### config.mk
export PLATFORM = sky130hd
export DESIGN_NAME = qdds_top
export DESIGN_NICKNAME = d
export VERILOG_FILES = /design/src/verilog/qdds_top.v /design/src/verilog/qdds_spi_link.v /design/src/verilog/qdds_chan_diag.v
export VERILOG_INCLUDE_DIRS = /design/src /design/src/common
export SDC_FILE = /design/constraint.sdc
export NUM_CORES = 1
export LEC_CHECK = 0
export ABC_CLOCK_PERIOD_IN_PS = 3900
export BUFFER_PORTS_ARGS = -buffer_cell sky130_fd_sc_hd__buf_2
export CORE_UTILIZATION = 30
export DETAILED_ROUTE_END_ITERATION = 6
export MAX_ROUTING_LAYER = met4
export PLACE_DENSITY = 0.42
export SETUP_SLACK_MARGIN = 0.02
export SKIP_CTS_REPAIR_TIMING = 1
export SYNTH_ARGS = -nofsm -noshare
export SYNTH_HDL_FRONTEND = slang
export SYNTH_HIERARCHICAL = 1
export SYNTH_SLANG_ARGS = --single-unit
### constraint.sdc
create_clock -name MCLK_I -period 3.9 [get_ports MCLK_I]
set_input_delay 0.78 -clock MCLK_I [delete_from_list [all_inputs] [get_ports MCLK_I]]
set_output_delay 0.78 -clock MCLK_I [all_outputs]
set_load 0.01 [all_outputs]
### src/common/qdds_consts.vh
// Purpose: shared constants of the quad driver diagnostic status block
// Assumes: 200 MHz system clock, 16-bit serial frames
// Notes:   definitions only
`ifndef QDDS_CONSTS_VH
`define QDDS_CONSTS_VH
// ****************************************
// register offsets (6-bit address field)
// ****************************************
`define QDDS_OFS_PULLUP    6'h02
`define QDDS_OFS_SENSEMUX  6'h06
`define QDDS_OFS_BLANK01   6'h08
`define QDDS_OFS_BLANK23   6'h09
`define QDDS_OFS_DIN       6'h2f
`define QDDS_OFS_FAULTSUM  6'h30
`define QDDS_OFS_OPENLOAD  6'h31
`define QDDS_OFS_LATCHOFF  6'h32
`define QDDS_OFS_OVERLOAD  6'h33
`define QDDS_OFS_GENERIC   6'h34
// ****************************************
// command byte: opcode in bits 7..6
// ****************************************
`define QDDS_OP_WRITE      2'h0
`define QDDS_OP_READ       2'h1
`define QDDS_OP_RDCLR      2'h2
`define QDDS_CMD_SWRESET   8'hff
`define QDDS_FRAME_BITS    5'h10
`define QDDS_BYTE_BITS     5'h08
// ****************************************
// field positions and reset values
// ****************************************
`define QDDS_MUX_EN_BIT    3
`define QDDS_GEN_UV_BIT    7
`define QDDS_GEN_RST_BIT   6
`define QDDS_GEN_SPI_BIT   5
`define QDDS_GSB_ERR_BIT   7
`define QDDS_GSB_COMM_BIT  6
`define QDDS_GSB_FS_BIT    5
`define QDDS_GSB_VDS_BIT   4
`define QDDS_GSB_FB_BIT    3
`define QDDS_GSB_RST_BIT   2
`define QDDS_GSB_OL_BIT    1
`define QDDS_GSB_NOT_BIT   0
`define QDDS_RST_CTRL      8'h00
// ****************************************
// timing: open-load evaluation delay after turn-off
// ****************************************
`define QDDS_CLK_PERIOD_NS 5
`define QDDS_T_DOLOFF_NS   10000
`define QDDS_DOLOFF_CYC    ((`QDDS_T_DOLOFF_NS + `QDDS_CLK_PERIOD_NS - 1) / `QDDS_CLK_PERIOD_NS)
`endif

### src/verilog/qdds_top.v
// Purpose: diagnostic status and fault latching of a four-channel driver
// Assumes: host reaches registers over the 16-bit serial link
// Notes:   protection, analog sensing and other config live outside
//
// Operation
// RL1: timer register at 0x09 holds ch3 blanking in 7..4, ch2 in 3..0, resets 0.
// RL2: sense pin routed only when mux enable bit 3 set; bits 2..0 pick channel.
// RL3: sense output is high impedance whenever nothing is routed to it.
// RL4: every frame returns a global status byte showing normal or fail-safe mode.
// RL5: direct-input register is real time, one bit per input, cleared without battery.
// RL6: fault summary bit ORs overload, power limit, overtemperature; read-and-clear. Code also clears it while the channel is on with no fault.
// RL7: off-state open-load register is read-and-clear; meaning depends on pull-up.
// RL8: latch-off bit set on latch-off; host clears it by writing the timer register.
// RL9: overload register holds one read-and-clear bit per channel for high drop.
// RL10: generic bit 7 undervoltage, bit 6 reset warning, bit 5 link error.
// RL11: overload voltage judged at each turn-off; high sets the channel bit.
// RL12: overload also sets summary bit, status byte bit 4 and global error.
// RL13: overload bit only warns and holds until read-and-clear or next turn-off.
// RL14: off-state output above threshold sets open-load bit, status bit 1, inverted bit.
// RL15: open-load evaluation starts only after a fixed delay from turn-off.
// RL16: a set pull-up control bit enables that channel's pull-up source.
// RL17: pull-ups off in deep sleep, enable bits kept and resumed afterwards.
// RL18: power-on or all-ones command byte clears every register and pull-up.
// RL19: with pull-up off an open load reads 0; shorts read 1 always.
// RL20: open-load bits refresh while off, latch while on, read-and-clear then.
// RL21: blanking code zero means latch-off; each step adds 17 ms restart window.
// RL22: read-and-clear returns pre-clear value; a still active fault sets again.
`include "qdds_consts.vh"
`timescale 1ns/1ps
`default_nettype none
module qdds_top #(
  parameter NCH        = 4,                 // number of channels
  parameter DOLOFF_CYC = `QDDS_DOLOFF_CYC   // open-load evaluation delay
) (
  input  wire           MCLK_I,             // system clock, 200 MHz
  input  wire           RESET_N_I,          // power-on reset, sync, active low
  input  wire           SCK_I,              // link clock pin
  input  wire           CSN_I,              // link select pin, active low
  input  wire           SDI_I,              // link data in pin
  output wire           SDO_O,              // link data out pin
  output wire           SDO_OE_N_O,         // low while SDO driven
  input  wire [NCH-1:0] DIRECT_IN_I,        // direct input pins
  input  wire           VBAT_OK_I,          // battery present comparator
  input  wire           UNDERVOLT_I,        // undervoltage comparator
  input  wire           FAILSAFE_I,         // device in fail-safe mode
  input  wire           DEEP_SLEEP_I,       // device in deep sleep
  input  wire           VDS_MASK_I,         // overload excluded from summary
  input  wire [NCH-1:0] CH_ON_I,            // channel output state
  input  wire [NCH-1:0] VDS_HIGH_I,         // overload comparators
  input  wire [NCH-1:0] VOUT_OL_I,          // open-load comparators
  input  wire [NCH-1:0] PWL_I,              // power limitation flags
  input  wire [NCH-1:0] OT_I,               // overtemperature flags
  input  wire [NCH-1:0] LATCHOFF_EVT_I,     // pulse: channel latched off
  output wire [NCH-1:0] PULLUP_EN_O,        // pull-up source enables
  output wire [3:0]     BLANK_CH2_O,        // ch2 blanking code
  output wire [3:0]     BLANK_CH3_O,        // ch3 blanking code
  output wire [1:0]     LATCHOFF_MODE_O,    // ch3,ch2 in latch-off mode
  output wire [NCH-1:0] LATCHOFF_CLR_O,     // pulse: re-enable channel
  output wire [2:0]     SENSE_SEL_O,        // routed sense channel
  output wire           SENSE_OE_N_O,       // low while sense pin driven
  output wire           SOFT_RESET_O        // pulse: software reset taken
);
  // ****************************************
  // declarations
  // ****************************************
  reg  [NCH-1:0] din_q0, din_q1;
  reg  [NCH-1:0] vds_q0, vds_q1;
  reg  [NCH-1:0] ol_q0, ol_q1;
  reg  [NCH-1:0] pwl_q0, pwl_q1;
  reg  [NCH-1:0] ot_q0, ot_q1;
  reg            vbat_q0, vbat_q1;
  reg            uv_q0, uv_q1;
  reg  [7:0]     blank23_r;
  reg  [7:0]     mux_r;
  reg  [NCH-1:0] pullup_r;
  reg  [NCH-1:0] loff_r;
  reg  [NCH-1:0] loff_clr_r;
  reg            rst_warn_r;
  reg            spi_err_r;
  reg            soft_rst_r;
  reg  [7:0]     rdata_r;
  reg  [7:0]     rdata_nxt;
  reg            clr_vds_r, clr_ol_r, clr_fb_r, clr_gen_r;
  wire           sw_rst;
  wire           rst_all;
  wire           cmd_vld;
  wire [7:0]     cmd;
  wire           frame_ok;
  wire [15:0]    frame;
  wire           frame_err;
  wire [NCH-1:0] vds_flag;
  wire [NCH-1:0] ol_flag;
  wire [NCH-1:0] fb_flag;
  wire [7:0]     global_status_byte;
  wire [7:0]     generic_st;
  wire [7:0]     din_st;
  wire [1:0]     op_now = cmd[7:6];
  wire [5:0]     adr_now = cmd[5:0];
  wire [1:0]     op_frm = frame[15:14];
  wire [5:0]     adr_frm = frame[13:8];
  wire [7:0]     wdat = frame[7:0];
  // software reset acts like power-on on everything but the link itself
  assign sw_rst  = frame_ok && (frame[15:8] == `QDDS_CMD_SWRESET);
  assign rst_all = !RESET_N_I || soft_rst_r;                        // RL18
  // ****************************************
  // input synchronisers, first stage read only by second
  // ****************************************
  always @(posedge MCLK_I) begin
    din_q0  <= DIRECT_IN_I;
    din_q1  <= din_q0;
    vds_q0  <= VDS_HIGH_I;
    vds_q1  <= vds_q0;
    ol_q0   <= VOUT_OL_I;
    ol_q1   <= ol_q0;
    pwl_q0  <= PWL_I;
    pwl_q1  <= pwl_q0;
    ot_q0   <= OT_I;
    ot_q1   <= ot_q0;
    vbat_q0 <= VBAT_OK_I;
    vbat_q1 <= vbat_q0;
    uv_q0   <= UNDERVOLT_I;
    uv_q1   <= uv_q0;
  end
  // ****************************************
  // serial link
  // ****************************************
  qdds_spi_link u_link (
    .clk_i       (MCLK_I),
    .rst_n_i     (RESET_N_I),
    .sck_i       (SCK_I),
    .csn_i       (CSN_I),
    .sdi_i       (SDI_I),
    .gsb_i       (global_status_byte),
    .rdata_i     (rdata_r),
    .sdo_o       (SDO_O),
    .sdo_oe_n_o  (SDO_OE_N_O),
    .cmd_vld_o   (cmd_vld),
    .cmd_o       (cmd),
    .frame_ok_o  (frame_ok),
    .frame_o     (frame),
    .frame_err_o (frame_err)
  );
  // ****************************************
  // per-channel diagnostic flags
  // ****************************************
  genvar g;
  generate
    for (g = 0; g < NCH; g = g + 1) begin : g_ch
      qdds_chan_diag #(
        .DOLOFF_CYC (DOLOFF_CYC)
      ) u_diag (
        .clk_i      (MCLK_I),
        .rst_i      (rst_all),
        .on_i       (CH_ON_I[g]),
        .vds_high_i (vds_q1[g]),
        .vout_ol_i  (ol_q1[g]),
        .pwl_i      (pwl_q1[g]),
        .ot_i       (ot_q1[g]),
        .vds_mask_i (VDS_MASK_I),
        .clr_vds_i  (clr_vds_r),
        .clr_ol_i   (clr_ol_r),
        .clr_fb_i   (clr_fb_r),
        .vds_o      (vds_flag[g]),
        .ol_o       (ol_flag[g]),
        .fb_o       (fb_flag[g])
      );
    end
  endgenerate
  // ****************************************
  // status views
  // ****************************************
  // direct inputs read low while battery is missing
  assign din_st = {{(8-NCH){1'b0}}, din_q1 & {NCH{vbat_q1}}};      // RL5
  // undervoltage is live, the other two are sticky
  assign generic_st = {uv_q1, rst_warn_r, spi_err_r, 5'h00};        // RL10
  // global status byte, rebuilt every cycle and sampled at frame start
  assign global_status_byte[`QDDS_GSB_ERR_BIT]  = (|fb_flag) | (|ol_flag) |
                                   ((|vds_flag) & ~VDS_MASK_I) | (|loff_r); // RL12
  assign global_status_byte[`QDDS_GSB_COMM_BIT] = spi_err_r;
  assign global_status_byte[`QDDS_GSB_FS_BIT]   = FAILSAFE_I;                      // RL4
  assign global_status_byte[`QDDS_GSB_VDS_BIT]  = (|vds_flag) & ~VDS_MASK_I;       // RL12
  assign global_status_byte[`QDDS_GSB_FB_BIT]   = |fb_flag;
  assign global_status_byte[`QDDS_GSB_RST_BIT]  = rst_warn_r;
  assign global_status_byte[`QDDS_GSB_OL_BIT]   = |ol_flag;                        // RL14
  // inverted summary bit: set when any fault flag is up
  assign global_status_byte[`QDDS_GSB_NOT_BIT]  = |{fb_flag, ol_flag, vds_flag};   // RL14
  // ****************************************
  // read data mux, picked when the command byte lands
  // ****************************************
  always @* begin
    rdata_nxt = 8'h00;
    case (adr_now)
      `QDDS_OFS_PULLUP:   rdata_nxt = {{(8-NCH){1'b0}}, pullup_r};
      `QDDS_OFS_SENSEMUX: rdata_nxt = mux_r;
      `QDDS_OFS_BLANK23:  rdata_nxt = blank23_r;
      `QDDS_OFS_DIN:      rdata_nxt = din_st;
      `QDDS_OFS_FAULTSUM: rdata_nxt = {{(8-NCH){1'b0}}, fb_flag};
      `QDDS_OFS_OPENLOAD: rdata_nxt = {{(8-NCH){1'b0}}, ol_flag};
      `QDDS_OFS_LATCHOFF: rdata_nxt = {{(8-NCH){1'b0}}, loff_r};
      `QDDS_OFS_OVERLOAD: rdata_nxt = {{(8-NCH){1'b0}}, vds_flag};
      `QDDS_OFS_GENERIC:  rdata_nxt = generic_st;
      default:            rdata_nxt = 8'h00;
    endcase
  end
  // snapshot first, clear one cycle later, so the host sees pre-clear bits
  always @(posedge MCLK_I) begin
    if (rst_all) begin
      rdata_r   <= 8'h00;
      clr_vds_r <= 1'b0;
      clr_ol_r  <= 1'b0;
      clr_fb_r  <= 1'b0;
      clr_gen_r <= 1'b0;
    end else begin
      if (cmd_vld)
        rdata_r <= rdata_nxt;                                       // RL22
      clr_fb_r  <= cmd_vld && op_now == `QDDS_OP_RDCLR &&
                   adr_now == `QDDS_OFS_FAULTSUM;                   // RL6
      clr_ol_r  <= cmd_vld && op_now == `QDDS_OP_RDCLR &&
                   adr_now == `QDDS_OFS_OPENLOAD;                   // RL7
      clr_vds_r <= cmd_vld && op_now == `QDDS_OP_RDCLR &&
                   adr_now == `QDDS_OFS_OVERLOAD;                   // RL9
      clr_gen_r <= cmd_vld && op_now == `QDDS_OP_RDCLR &&
                   adr_now == `QDDS_OFS_GENERIC;                    // RL10
    end
  end
  // ****************************************
  // control registers, written at end of a good frame
  // ****************************************
  always @(posedge MCLK_I) begin
    if (rst_all) begin
      blank23_r  <= `QDDS_RST_CTRL;                                 // RL1 RL18
      mux_r      <= `QDDS_RST_CTRL;
      pullup_r   <= {NCH{1'b0}};                                    // RL18
      loff_clr_r <= {NCH{1'b0}};
    end else begin
      loff_clr_r <= {NCH{1'b0}};
      if (frame_ok && op_frm == `QDDS_OP_WRITE && !sw_rst) begin
        case (adr_frm)
          `QDDS_OFS_BLANK23: begin
            blank23_r  <= wdat;                                     // RL1
            loff_clr_r <= 4'hc;                                     // RL8
          end
          `QDDS_OFS_BLANK01: begin
            loff_clr_r <= 4'h3;                                     // RL8
          end
          `QDDS_OFS_SENSEMUX: begin
            mux_r <= {4'h0, wdat[3:0]};
          end
          `QDDS_OFS_PULLUP: begin
            pullup_r <= wdat[NCH-1:0];                              // RL16
          end
          default: begin
            mux_r <= mux_r;
          end
        endcase
      end
    end
  end
  // ****************************************
  // latch-off status: set by protection, cleared by timer write
  // ****************************************
  always @(posedge MCLK_I) begin
    if (rst_all)
      loff_r <= {NCH{1'b0}};
    else
      loff_r <= LATCHOFF_EVT_I | (loff_r & ~loff_clr_r);            // RL8
  end
  // ****************************************
  // generic warnings and software reset
  // ****************************************
  always @(posedge MCLK_I) begin
    if (!RESET_N_I) begin
      rst_warn_r <= 1'b1;                                           // RL10
      spi_err_r  <= 1'b0;
      soft_rst_r <= 1'b0;
    end else begin
      soft_rst_r <= sw_rst;                                         // RL18
      // new events beat a read-and-clear in the same cycle
      if (soft_rst_r)
        rst_warn_r <= 1'b1;
      else if (clr_gen_r)
        rst_warn_r <= 1'b0;
      if (frame_err)
        spi_err_r <= 1'b1;
      else if (clr_gen_r || soft_rst_r)
        spi_err_r <= 1'b0;
    end
  end
  // ****************************************
  // outputs
  // ****************************************
  // enable bits survive deep sleep; only the sources drop out
  assign PULLUP_EN_O     = pullup_r & {NCH{~DEEP_SLEEP_I}};         // RL17 RL19
  assign BLANK_CH2_O     = blank23_r[3:0];
  assign BLANK_CH3_O     = blank23_r[7:4];
  // code zero selects latch-off, else 17 ms restart windows per step
  assign LATCHOFF_MODE_O = {blank23_r[7:4] == 4'h0, blank23_r[3:0] == 4'h0}; // RL21
  assign LATCHOFF_CLR_O  = loff_clr_r;
  assign SENSE_SEL_O     = mux_r[2:0];                              // RL2
  // selections past the last channel leave the pin floating
  assign SENSE_OE_N_O    = ~(mux_r[`QDDS_MUX_EN_BIT] &&
                             ({1'b0, mux_r[2:0]} < NCH[3:0]));      // RL2 RL3
  assign SOFT_RESET_O    = soft_rst_r;
endmodule // qdds_top
`default_nettype wire

### src/verilog/qdds_spi_link.v
// Purpose: 16-bit serial link slave, oversampled by the system clock
// Assumes: mode 0 framing, MSB first, link clock far slower than clk_i
// Notes:   all pins pass two flops before use
`include "qdds_consts.vh"
`timescale 1ns/1ps
`default_nettype none
module qdds_spi_link (
  input  wire        clk_i,        // system clock
  input  wire        rst_n_i,      // sync reset, active low
  input  wire        sck_i,        // link clock pin
  input  wire        csn_i,        // chip select pin, active low
  input  wire        sdi_i,        // serial data in pin
  input  wire [7:0]  gsb_i,        // status byte sent first
  input  wire [7:0]  rdata_i,      // data byte sent second
  output wire        sdo_o,        // serial data out
  output wire        sdo_oe_n_o,   // low while driving
  output reg         cmd_vld_o,    // pulse: command byte complete
  output reg  [7:0]  cmd_o,        // command byte
  output reg         frame_ok_o,   // pulse: 16-bit frame ended
  output reg  [15:0] frame_o,      // received frame
  output reg         frame_err_o   // pulse: frame of wrong length
);
  reg [2:0]  sck_q;
  reg [2:0]  csn_q;
  reg [1:0]  sdi_q;
  reg [15:0] rx_r;
  reg [15:0] tx_r;
  reg [4:0]  cnt_r;
  wire sck_rise = sck_q[1] & ~sck_q[2];
  wire sck_fall = ~sck_q[1] & sck_q[2];
  wire cs_fall  = ~csn_q[1] & csn_q[2];
  wire cs_rise  = csn_q[1] & ~csn_q[2];
  wire active   = ~csn_q[2];
  // ****************************************
  // pin synchronisers, stage 0 feeds only stage 1
  // ****************************************
  always @(posedge clk_i) begin
    sck_q <= {sck_q[1:0], sck_i};
    csn_q <= {csn_q[1:0], csn_i};
    sdi_q <= {sdi_q[0], sdi_i};
  end
  // ****************************************
  // shifting and framing
  // ****************************************
  always @(posedge clk_i) begin
    if (!rst_n_i) begin
      rx_r <= 16'h0000; tx_r <= 16'h0000; cnt_r <= 5'h00;
      cmd_vld_o <= 1'b0; cmd_o <= 8'h00; frame_ok_o <= 1'b0;
      frame_o <= 16'h0000; frame_err_o <= 1'b0;
    end else begin
      cmd_vld_o   <= 1'b0;
      frame_ok_o  <= 1'b0;
      frame_err_o <= 1'b0;
      if (cs_fall) begin
        cnt_r <= 5'h00;
        tx_r  <= {gsb_i, 8'h00};
      end else if (active && sck_rise) begin
        rx_r  <= {rx_r[14:0], sdi_q[1]};
        cnt_r <= (cnt_r == 5'h1f) ? cnt_r : cnt_r + 5'h01;
        if (cnt_r == `QDDS_BYTE_BITS - 5'h01) begin
          cmd_vld_o <= 1'b1;
          cmd_o     <= {rx_r[6:0], sdi_q[1]};
        end
      end else if (active && sck_fall) begin
        // data byte is loaded once the command has been decoded
        tx_r <= (cnt_r == `QDDS_BYTE_BITS) ? {rdata_i, 8'h00} : {tx_r[14:0], 1'b0};
      end
      if (cs_rise) begin
        frame_o     <= rx_r;
        frame_ok_o  <= (cnt_r == `QDDS_FRAME_BITS);
        frame_err_o <= (cnt_r != `QDDS_FRAME_BITS);
      end
    end
  end
  assign sdo_o      = active ? tx_r[15] : 1'b0;
  assign sdo_oe_n_o = ~active;
endmodule // qdds_spi_link
`default_nettype wire

### src/verilog/qdds_chan_diag.v
// Purpose: per-channel overload, open-load and fault-summary flags
// Assumes: condition inputs already synchronised
// Notes:   sets always win over read-and-clear
`include "qdds_consts.vh"
`timescale 1ns/1ps
`default_nettype none
module qdds_chan_diag #(
  parameter DOLOFF_CYC = `QDDS_DOLOFF_CYC
) (
  input  wire clk_i,        // system clock
  input  wire rst_i,        // sync reset, active high
  input  wire on_i,         // channel switched on
  input  wire vds_high_i,   // drain-source above overload level
  input  wire vout_ol_i,    // off-state output above open-load level
  input  wire pwl_i,        // power limitation flag
  input  wire ot_i,         // overtemperature flag
  input  wire vds_mask_i,   // mask overload from summary
  input  wire clr_vds_i,    // read-and-clear of overload reg
  input  wire clr_ol_i,     // read-and-clear of open-load reg
  input  wire clr_fb_i,     // read-and-clear of summary reg
  output reg  vds_o,        // overload flag
  output reg  ol_o,         // off-state open-load flag
  output reg  fb_o          // fault summary flag
);
  reg        on_d_r;
  reg [15:0] dly_r;
  wire off_edge = on_d_r & ~on_i;
  wire dly_done = (dly_r == DOLOFF_CYC[15:0]);
  wire fault    = pwl_i | ot_i | (vds_o & ~vds_mask_i);
  // ****************************************
  // flag update
  // ****************************************
  always @(posedge clk_i) begin
    if (rst_i) begin
      on_d_r <= 1'b0; dly_r <= 16'h0000;
      vds_o <= 1'b0; ol_o <= 1'b0; fb_o <= 1'b0;
    end else begin
      on_d_r <= on_i;
      // overload judged at each turn-off, held until cleared or next turn-off
      if (off_edge)                                       // RL11 RL13
        vds_o <= vds_high_i;
      else if (clr_vds_i)
        vds_o <= 1'b0;
      // evaluation delay restarts on every turn-off
      if (on_i || off_edge)                               // RL15
        dly_r <= 16'h0000;
      else if (!dly_done)
        dly_r <= dly_r + 16'h0001;
      if (!on_i && dly_done)                              // RL14 RL20
        ol_o <= vout_ol_i;
      else if (clr_ol_i)
        ol_o <= 1'b0;
      if (fault)                                          // RL6 RL12 RL22
        fb_o <= 1'b1;
      else if (on_i || clr_fb_i)
        fb_o <= 1'b0;
    end
  end
endmodule // qdds_chan_diag
`default_nettype wire

======== Yosys cells after proc, flatten, opt, wreduce, memory -nomap -nowiden ========
Index checks and enable logic that the tools add are counted.
operators by class
  $add $sub $neg .......................... 5
  magnitude comparators ................... 1
  eq/ne operators ......................... 25
  muxes and demuxes ....................... 28
  bitwise logic cells ..................... 45
  reduce and logical (&&, ||, !) cells .... 70
operators by type and width
  operator               count
  $pmux 8 s9             1
  $add 16x1->16 const B  4
  $eq 16x11->1 const B   4
  $mux 16                4
  $eq 6x6->1 const B     6
  $reduce_bool 2->1      14
  $mux 1                 22
  $eq 6x4->1 const B     3
  $not 1->1              16
  $reduce_and 2->1       8
  $reduce_or 4->1        4
  $logic_and 1x1->1      15
  $reduce_or 2->1        7
  $and 1x1->1            13
  $and 4x4->4            3
  $eq 6x2->1 const B     2
  $eq 6x3->1 const B     2
  $reduce_or 12->1       1
  $or 1x1->1             11
  $eq 5x5->1 const B     2
  $logic_or 1x1->1       10
  $eq 8x8->1 const B     1
  $logic_not 4->1        2
  $pmux 4 s2             1
  13 further kinds       18
storage, ports and cells
  bits in registers ....................... 235
  input bits .............................. 38
  output and inout port bits .............. 25

======== Depth between registers and ports, before layout ========
Gate-level depths: netlist of run 1.
  word-level depth ........................ 6
  gate-level depth with buffers ........... 7

======== Modules after synthesis ========
The synthesis of run 1 kept the hierarchy.
by module, submodules not included
  module          instances  cells each  area each (µm²)  sequential area each (µm²)
  qdds_chan_diag  4          105         953.4            400.4
  qdds_top        1          235         2701.3           1621.6
  qdds_spi_link   1          278         2401.1           1281.2

======== Least setup slack after synthesis of run 1 ========
No wires, ideal clock.
  path kind ............................... input -> register
  start point ............................. input port RESET_N_I
  end point ............................... register g_ch[0].u_diag.dly_r[0]
  arrival time ............................ 2439 ps
  data required time ...................... 3772 ps
  slack ................................... 1333 ps
  stages on the path ...................... 7
  buffers on the path ..................... 3
  path through ............................ nor2b_1 > inv_1 > buf_1 > or3_1 > clkbuf_1 > clkbuf_1 > nor2_1
on the way
  longest elaborated chain between the ends .. 3
ends and longest elaborated chain
  item                       RTL line             RTL
  from (decl)                qdds_top.v:36        input wire RESET_N_I,
  $logic_not 1->1            -
  $logic_or 1x1->1           qdds_top.v:104       assign rst_all = !RESET_N_I || soft_rst_r;
  net rst_all                qdds_top.v:85        wire rst_all;
  $reduce_or 2->1 (no line)  -
  to (signal assigned)       qdds_chan_diag.v:48  dly_r <= dly_r + 16'h0001;
  to (decl)                  qdds_chan_diag.v:26  reg [15:0] dly_r;
The timed path passes the listed nets, and every way through them passes these cells.
A chain may end at the register's enable or synchronous reset.

======== Final worst setup path of run 1 ========
  start point ............................. input port RESET_N_I
  end point ............................... register loff_clr_r[1] (netlist: LATCHOFF_CLR_O[1])
on the way
  longest elaborated chain between the ends .. 3
ends and longest elaborated chain
  item                       RTL line        RTL
  $logic_not 1->1            -
  $logic_or 1x1->1           qdds_top.v:104
  $reduce_or 2->1 (no line)  -
  to (signal assigned)       qdds_top.v:234  loff_clr_r <= {NCH{1'b0}};
  to (signal assigned)       qdds_top.v:236  loff_clr_r <= {NCH{1'b0}};
  to (decl)                  qdds_top.v:77   reg [NCH-1:0] loff_clr_r;
Every way passes these cells.

==> flow_summary.json, run 1 <==
{
  "outcome": "complete, no violations",
  "synth_ff_type": "dfxtp_1",
  "setup_viol": 0,
  "grt_use_met2_pct": 20.5,
  "ys_ff_latch": 225,
  "use_met3_pct": 2.69,
  "hold_start": "vds_q0[2]",
  "r2r_start": "u_link/cmd_o[1]",
  "vias": 6492,
  "fin_skew_ns": 0.00776,
  "coreArea_sq_um": 28900,
  "power.density_nw_per_um2": 471,
  "fin_tns_setup_ns": 0,
  "htree_num_levels": 1,
  "drtPass1Iterations": 6,
  "cts_tree": "yes",
  "place_congestion": 0.709,
  "yosysSeqAreaShare_pct": 50.5,
  "pre_cts_ws_ns": 1.08,
  "final_area_sq_um": 10300,
  "routedWlPerCell_um": 15.3,
  "clock-sinks": 225,
  "avgSynthCellArea_sq_um": 9.56,
  "cp_data_arrival_time_ns": 2.74,
  "final_cells": 1379,
  "maxClockFrequency_mhz": 436,
  "grt_start_max_net_pins": 43,
  "clockBufferDepth": 3,
  "required_ns": 4.34,
  "synth_enable_flop_cells": 0,
  "synth_commonest_cells": "dfxtp_1, nor2_1, nand2_1, a21oi_1, nand3_1",
  "grt_pass1_vias": 6215,
  "synth_cells": 933,
  "peakVddDrop_mv": 0.287,
  "synth_nets": 982,
  "cts_root_buf": "clkbuf_16",
  "fillers": 3007,
  "slew_viol_final": 0,
  "area.growth.synth_to_final_pct": 15.8,
  "drt_first_iter_violations": 379,
  "clkTransAtPathRegs_ns": 0.06,
  "yosys.cell_types.count": 57,
  "grt_use_total_pct": 14.5,
  "synth_top_area_share_pct": 50.5,
  "min_period_ns": 2.29,
  "rsz0062_at_grt": "false",
  "crit_path_start_kind": "input port",
  "worst_slack_ns": 1.61,
  "finalPower_mw": 4.87,
  "p_leak_nw": 3.80,
  "drive_above_1_share_pct": 14.4,
  "die_h_um": 174,
  "dieArea_sq_um": 30400,
  "io_buffers": 62,
  "synth_area_leaders": "dfxtp_1, xor2_1, nor2_1",
  "crit_start": "RESET_N_I",
  "postRouteAntennaNets": 0,
  "dp.cells": 1330,
  "vias_per_cell": 4.71,
  "post-route-util_pct": 35.7,
  "grt_pass1_wl_mm": 34.6,
  "die_w_um": 174,
  "row_count": 62,
  "route.detailed.drc": 0,
  "drv_cap": 0,
  "cts_buffers": 27,
  "dpl.hpwl_mm": 14.6,
  "crit_fanout": 27,
  "synth_most_common_cell": "dfxtp_1",
  "synth_area_sq_um": 8920,
  "worstMarginPinSlew_ns": 0.967,
  "start_util_pct": 30.8,
  "fin_nets": 1024,
  "clock_latency_ns": 0.52,
  "worstSetupPathType": "input port to flop",
  "antenna_found_initial": 3,
  "synth_warnings": 6,
  "grt_overflow": 0,
  "grtUsageMet1_pct": 21.2,
  "holdWs_ns": 0.324,
  "grt.busiest_layer": "met1",
  "synth-async-reset-ratio_pct": 0,
  "drt_wl_total_mm": 21.1,
  "min_period_over_period_pct": 58.8,
  "io_pins": 63,
  "worst_hold_path_type": "flop to flop",
  "place_area_sq_um": 9490,
  "relSlewSlack_pct": 34.6,
  "report.final.hold_viol_count": 0,
  "yosysTopAreaCell": "dfxtp_1",
  "crit_path_end_kind": "flop"
}
-- routing by layer --
metal,share of wire (%),vias to the layer above
met3,4.1,28
met1,53,3044
li1,-,3332
met4,1.9,0
met2,41,88
met5,0,-
-- power breakdown --
part | internal (mW) | total (mW) | switching, mW
clock network | 1.42 | 2.35 | 0.929
logic | 0.0515 | 0.139 | 0.0871
registers | 2.35 | 2.38 | 0.0300
total | 3.82 | 4.87 | 1.05
-- area by class of cell --
cell class                      count  area [sq um]  area share [%]
Sequential cell                   225          4500            43.6
Multi-Input combinational cell    629          4060            39.3
Clock buffer                       39           771            7.46
Tap cell                          384           480            4.65
Timing Repair Buffer               69           363            3.51
Inverter                           23          86.3           0.836
Clock inverter                      7          60.1           0.582
Antenna cell                        3          7.51          0.0727
-- critical path, stage by stage --
cell and delay [ns]:
buf_2 0.30, nor2b_1 0.26, inv_1 0.40, buf_4 0.37, or3_1 0.42, nor3b_1 0.19
-- state kept, by name (all words and copies together) (netlist names), 5 cells and up --
register and flops:
u_link/cmd_o 8, blank23_r 8, u_link/tx_r 8, g_ch.u_diag/dly_r 64
u_link/rx_r 16, u_link/cnt_r 5, rdata_r 8, u_link/frame_o 16
-- final timing paths --
check | to | depth (start not counted) | slack, ns
worst max-delay path | LATCHOFF_CLR_O[1] | 6 | 1.61
worst min-delay path | vds_q1[2] | 0 | 0.32
worst max register to register | rdata_r[6] | 4 | 1.78
worst min register to register | vds_q1[2] | 0 | 0.32
-- logic make-up after synthesis --
| group | synth area share [%] |
|---|---|
| XOR/XNOR | 4.81 |
| AND/OR/NAND/NOR | 26.1 |
| AO/OA/AOI/OAI | 8.31 |
| adder cells (fa/ha/maj) | 1.54 |
| multiplexers | 4.66 |
| flip-flops | 50.5 |
| buffers and inverters | 4.07 |
-- cell usage in the layout (no fill, tap or decap), types with 6 or more instances in the layout --
master	netlist	layout
dfxtp_1	225	225
nor2_1	101	101
nand2_1	93	93
a21oi_1	65	65
buf_2	8	62
nand3_1	46	46
xor2_1	44	44
o21ai_0	34	34
nand4_1	31	31
mux2i_1	28	28
clkbuf_16	0	27
inv_1	22	22
or3_1	16	16
ha_1	11	11
nor2b_1	10	10
and2_1	10	10
a22o_1	10	10
a211oi_1	10	10
nor3b_1	9	9
and4_1	9	9
nor3_1	9	9
and3_1	8	8
clkbuf_1	33	7
buf_4	11	7
clkinv_2	0	6
No activity file was read; power rests on OpenSTA's default activity.
==> run 2, diff against run 1 <==
ABC_AREA = 1   (was unset)
ABC_CLOCK_PERIOD_IN_PS = 1850   (was 3900)
PLACE_DENSITY = 0.44   (was 0.42)
clock period = 1.85 ns   (was 3.9 ns; I/O delays follow)
==> flow_summary.json, run 2 <==
{
  "clkTransAtPathRegs_ns": 0.06,
  "io_pins": 63,
  "setup_viol": 0,
  "worst_slack_ns": 0.128,
  "use_met3_pct": 2.27,
  "violations": "design-rule violations",
  "power.density_nw_per_um2": 965,
  "yosys.cell_types.count": 38,
  "yosysSeqAreaShare_pct": 47.5,
  "crit_path_end_kind": "output pin",
  "grt_use_total_pct": 14.9,
  "htree_num_levels": 1,
  "fin_nets": 1432,
  "vias_per_cell": 4.37,
  "dieArea_sq_um": 32300,
  "crit_path_start_kind": "flop",
  "hold_start": "LATCHOFF_EVT_I[3]",
  "row_count": 64,
  "grt_use_met2_pct": 24.2,
  "cts_buffers": 27,
  "worst_hold_path_type": "input port to flop",
  "multiInputGateArea_sq_um": 4100,
  "cts_tree": "yes",
  "yosysTopAreaCell": "dfxtp_1",
  "required_ns": 1.48,
  "grtUsageMet1_pct": 19.4,
  "report.final.hold_viol_count": 0,
  "worstReg2RegEnd": "u_link/tx_r[15]",
  "antenna_cells": 0,
  "min_period_ns": 1.72,
  "grt.busiest_layer": "met2",
  "drtPass1Iterations": 7,
  "final_area_sq_um": 11400,
  "place_congestion": 0.785,
  "grt_pass1_vias": 7529,
  "dpl.hpwl_mm": 16.9,
  "fin_tns_setup_ns": 0,
  "fin_skew_ns": 0.0171,
  "coreArea_sq_um": 30800,
  "drv_cap": 0,
  "layout.cells.most_common": "nor2_1",
  "synth_area_sq_um": 9470,
  "min_period_over_period_pct": 93.1,
  "start_util_pct": 30.7,
  "outcome": "finished with violations",
  "die_h_um": 180,
  "post-route-util_pct": 37.1,
  "synth-async-reset-ratio_pct": 0,
  "worstMarginPinSlew_ns": 0.473,
  "rsz0062_at_grt": "false",
  "cts_root_buf": "clkbuf_16",
  "synth_area_leaders": "dfxtp_1, nor2_1, nand2_1",
  "worstSetupPathType": "flop to output pin",
  "synth_top_area_share_pct": 47.5,
  "synth_cells": 1267,
  "io_buffers": 62,
  "area.growth.synth_to_final_pct": 20.7,
  "grt_overflow": 0,
  "synth_commonest_cells": "nor2_1, dfxtp_1, nand2_1, inv_1, o21ai_0",
  "holdWs_ns": 0.0502,
  "largest_reg_flops": 64,
  "ys_ff_latch": 225,
  "reg2reg_depth": 7,
  "drt_wl_total_mm": 22.8,
  "die_w_um": 180,
  "top_regs": "g_ch.u_diag/dly_r x64, u_link/frame_o x16, u_link/rx_r x16",
  "drive_above_1_share_pct": 15.3,
  "grt_pass1_wl_mm": 38.4,
  "crit_fanout": 4,
  "avgSynthCellArea_sq_um": 7.48,
  "postRouteAntennaNets": 0,
  "drt_first_iter_violations": 412,
  "routedWlPerCell_um": 12.7,
  "clock-sinks": 225,
  "route.detailed.drc": 4,
  "synth_most_common_cell": "nor2_1",
  "p_leak_nw": 4.79,
  "synth_ff_type": "dfxtp_1",
  "fillers": 3252,
  "clockBufferDepth": 3,
  "min_to": "loff_r[3]",
  "vias": 7862,
  "regMostFlops": "g_ch.u_diag/dly_r",
  "seqCellArea_sq_um": 4500,
  "synth_enable_flop_cells": 0,
  "r2r_start": "g_ch[1].u_diag/fb_o",
  "layout_common_cells": "nor2_1, dfxtp_1, nand2_1, inv_1, o21ai_0",
  "synth_nets": 1316,
  "holdPathStages": 3,
  "slew_viol_final": 0,
  "grt_start_max_net_pins": 52,
  "crit_start": "blank23_r[7]",
  "maxClockFrequency_mhz": 581,
  "place_area_sq_um": 10300,
  "regToRegSetupSlack_ns": 0.24,
  "antenna_found_initial": 0,
  "synth_warnings": 6,
  "peakVddDrop_mv": 0.641,
  "pre_cts_ws_ns": 0.0876,
  "relSlewSlack_pct": 68.5,
  "clock_latency_ns": 0.53,
  "cp_data_arrival_time_ns": 1.35
}
## run 2: changes by cell type after synthesis, sizes merged, moves of 17 or more
cell and delta:
inv +153, nor2 +162, mux2i -28, nand3 +18, a21oi +17, nand2 +153, o21ai +69, xor2 -40
clkbuf -23
## run 2: worst max path at each step
stage                                   end  slack (ns)  depth (start not counted)
finish                   LATCHOFF_MODE_O[1]        0.13                          2
floorplan           g_ch[0].u_diag/dly_r[8]        0.09                         10
CTS                      LATCHOFF_MODE_O[0]        0.11                          2
detailed placement  g_ch[1].u_diag/dly_r[4]        0.09                         12
global placement    g_ch[1].u_diag/dly_r[4]        0.09                         12
global route             LATCHOFF_MODE_O[0]        0.03                          2
## run 2: kinds of logic (layout without fill, tap and decap cells)
logic type	Yosys count	after routing	share of synthesized area (%)
simple gates	629	629	30.5
flops	225	225	47.5
buf+inv	200	336	9.14
compound gates	198	198	11.0
fa+ha+maj	11	11	1.45
xor+xnor	4	4	0.370
## run 2: per-layer routing
layer  vias up  wire length (um)
met2       108             10300
met4         0               446
li1       4279                 -
met3        30               737
met5         -                 0
met1      3445             11300
## run 2: report_power, final
group / switching [mW] / internal [mW]
logic: 0.283 / 0.212
clock network: 2.10 / 3.37
registers: 0.0852 / 4.99
## run 2: area by class of cell
type	count	share of cell area, %
timing repair buffer	111	6.48
sequential	225	39.4
multi-input combinational	842	35.9
clock inverter	12	1.25
inverter	176	5.82
clock buffer	37	6.85
tap	396	4.33
## run 2: worst max-delay path: stages, from the launching register on
cell	delay, ns
dfxtp_1	0.36
nor4_1	0.29
buf_2	0.18
## run 2: metrics by stage
| step | total power [mW] | instances |
|---|---|---|
| after global placement | 5.65 | 1725 |
| final | 11.0 | 1799 |
| after detailed placement | 5.65 | 1725 |
| after CTS | 11.2 | 1774 |
| after global routing | 11.5 | 1799 |
| after floorplan | 5.46 | 1267 |
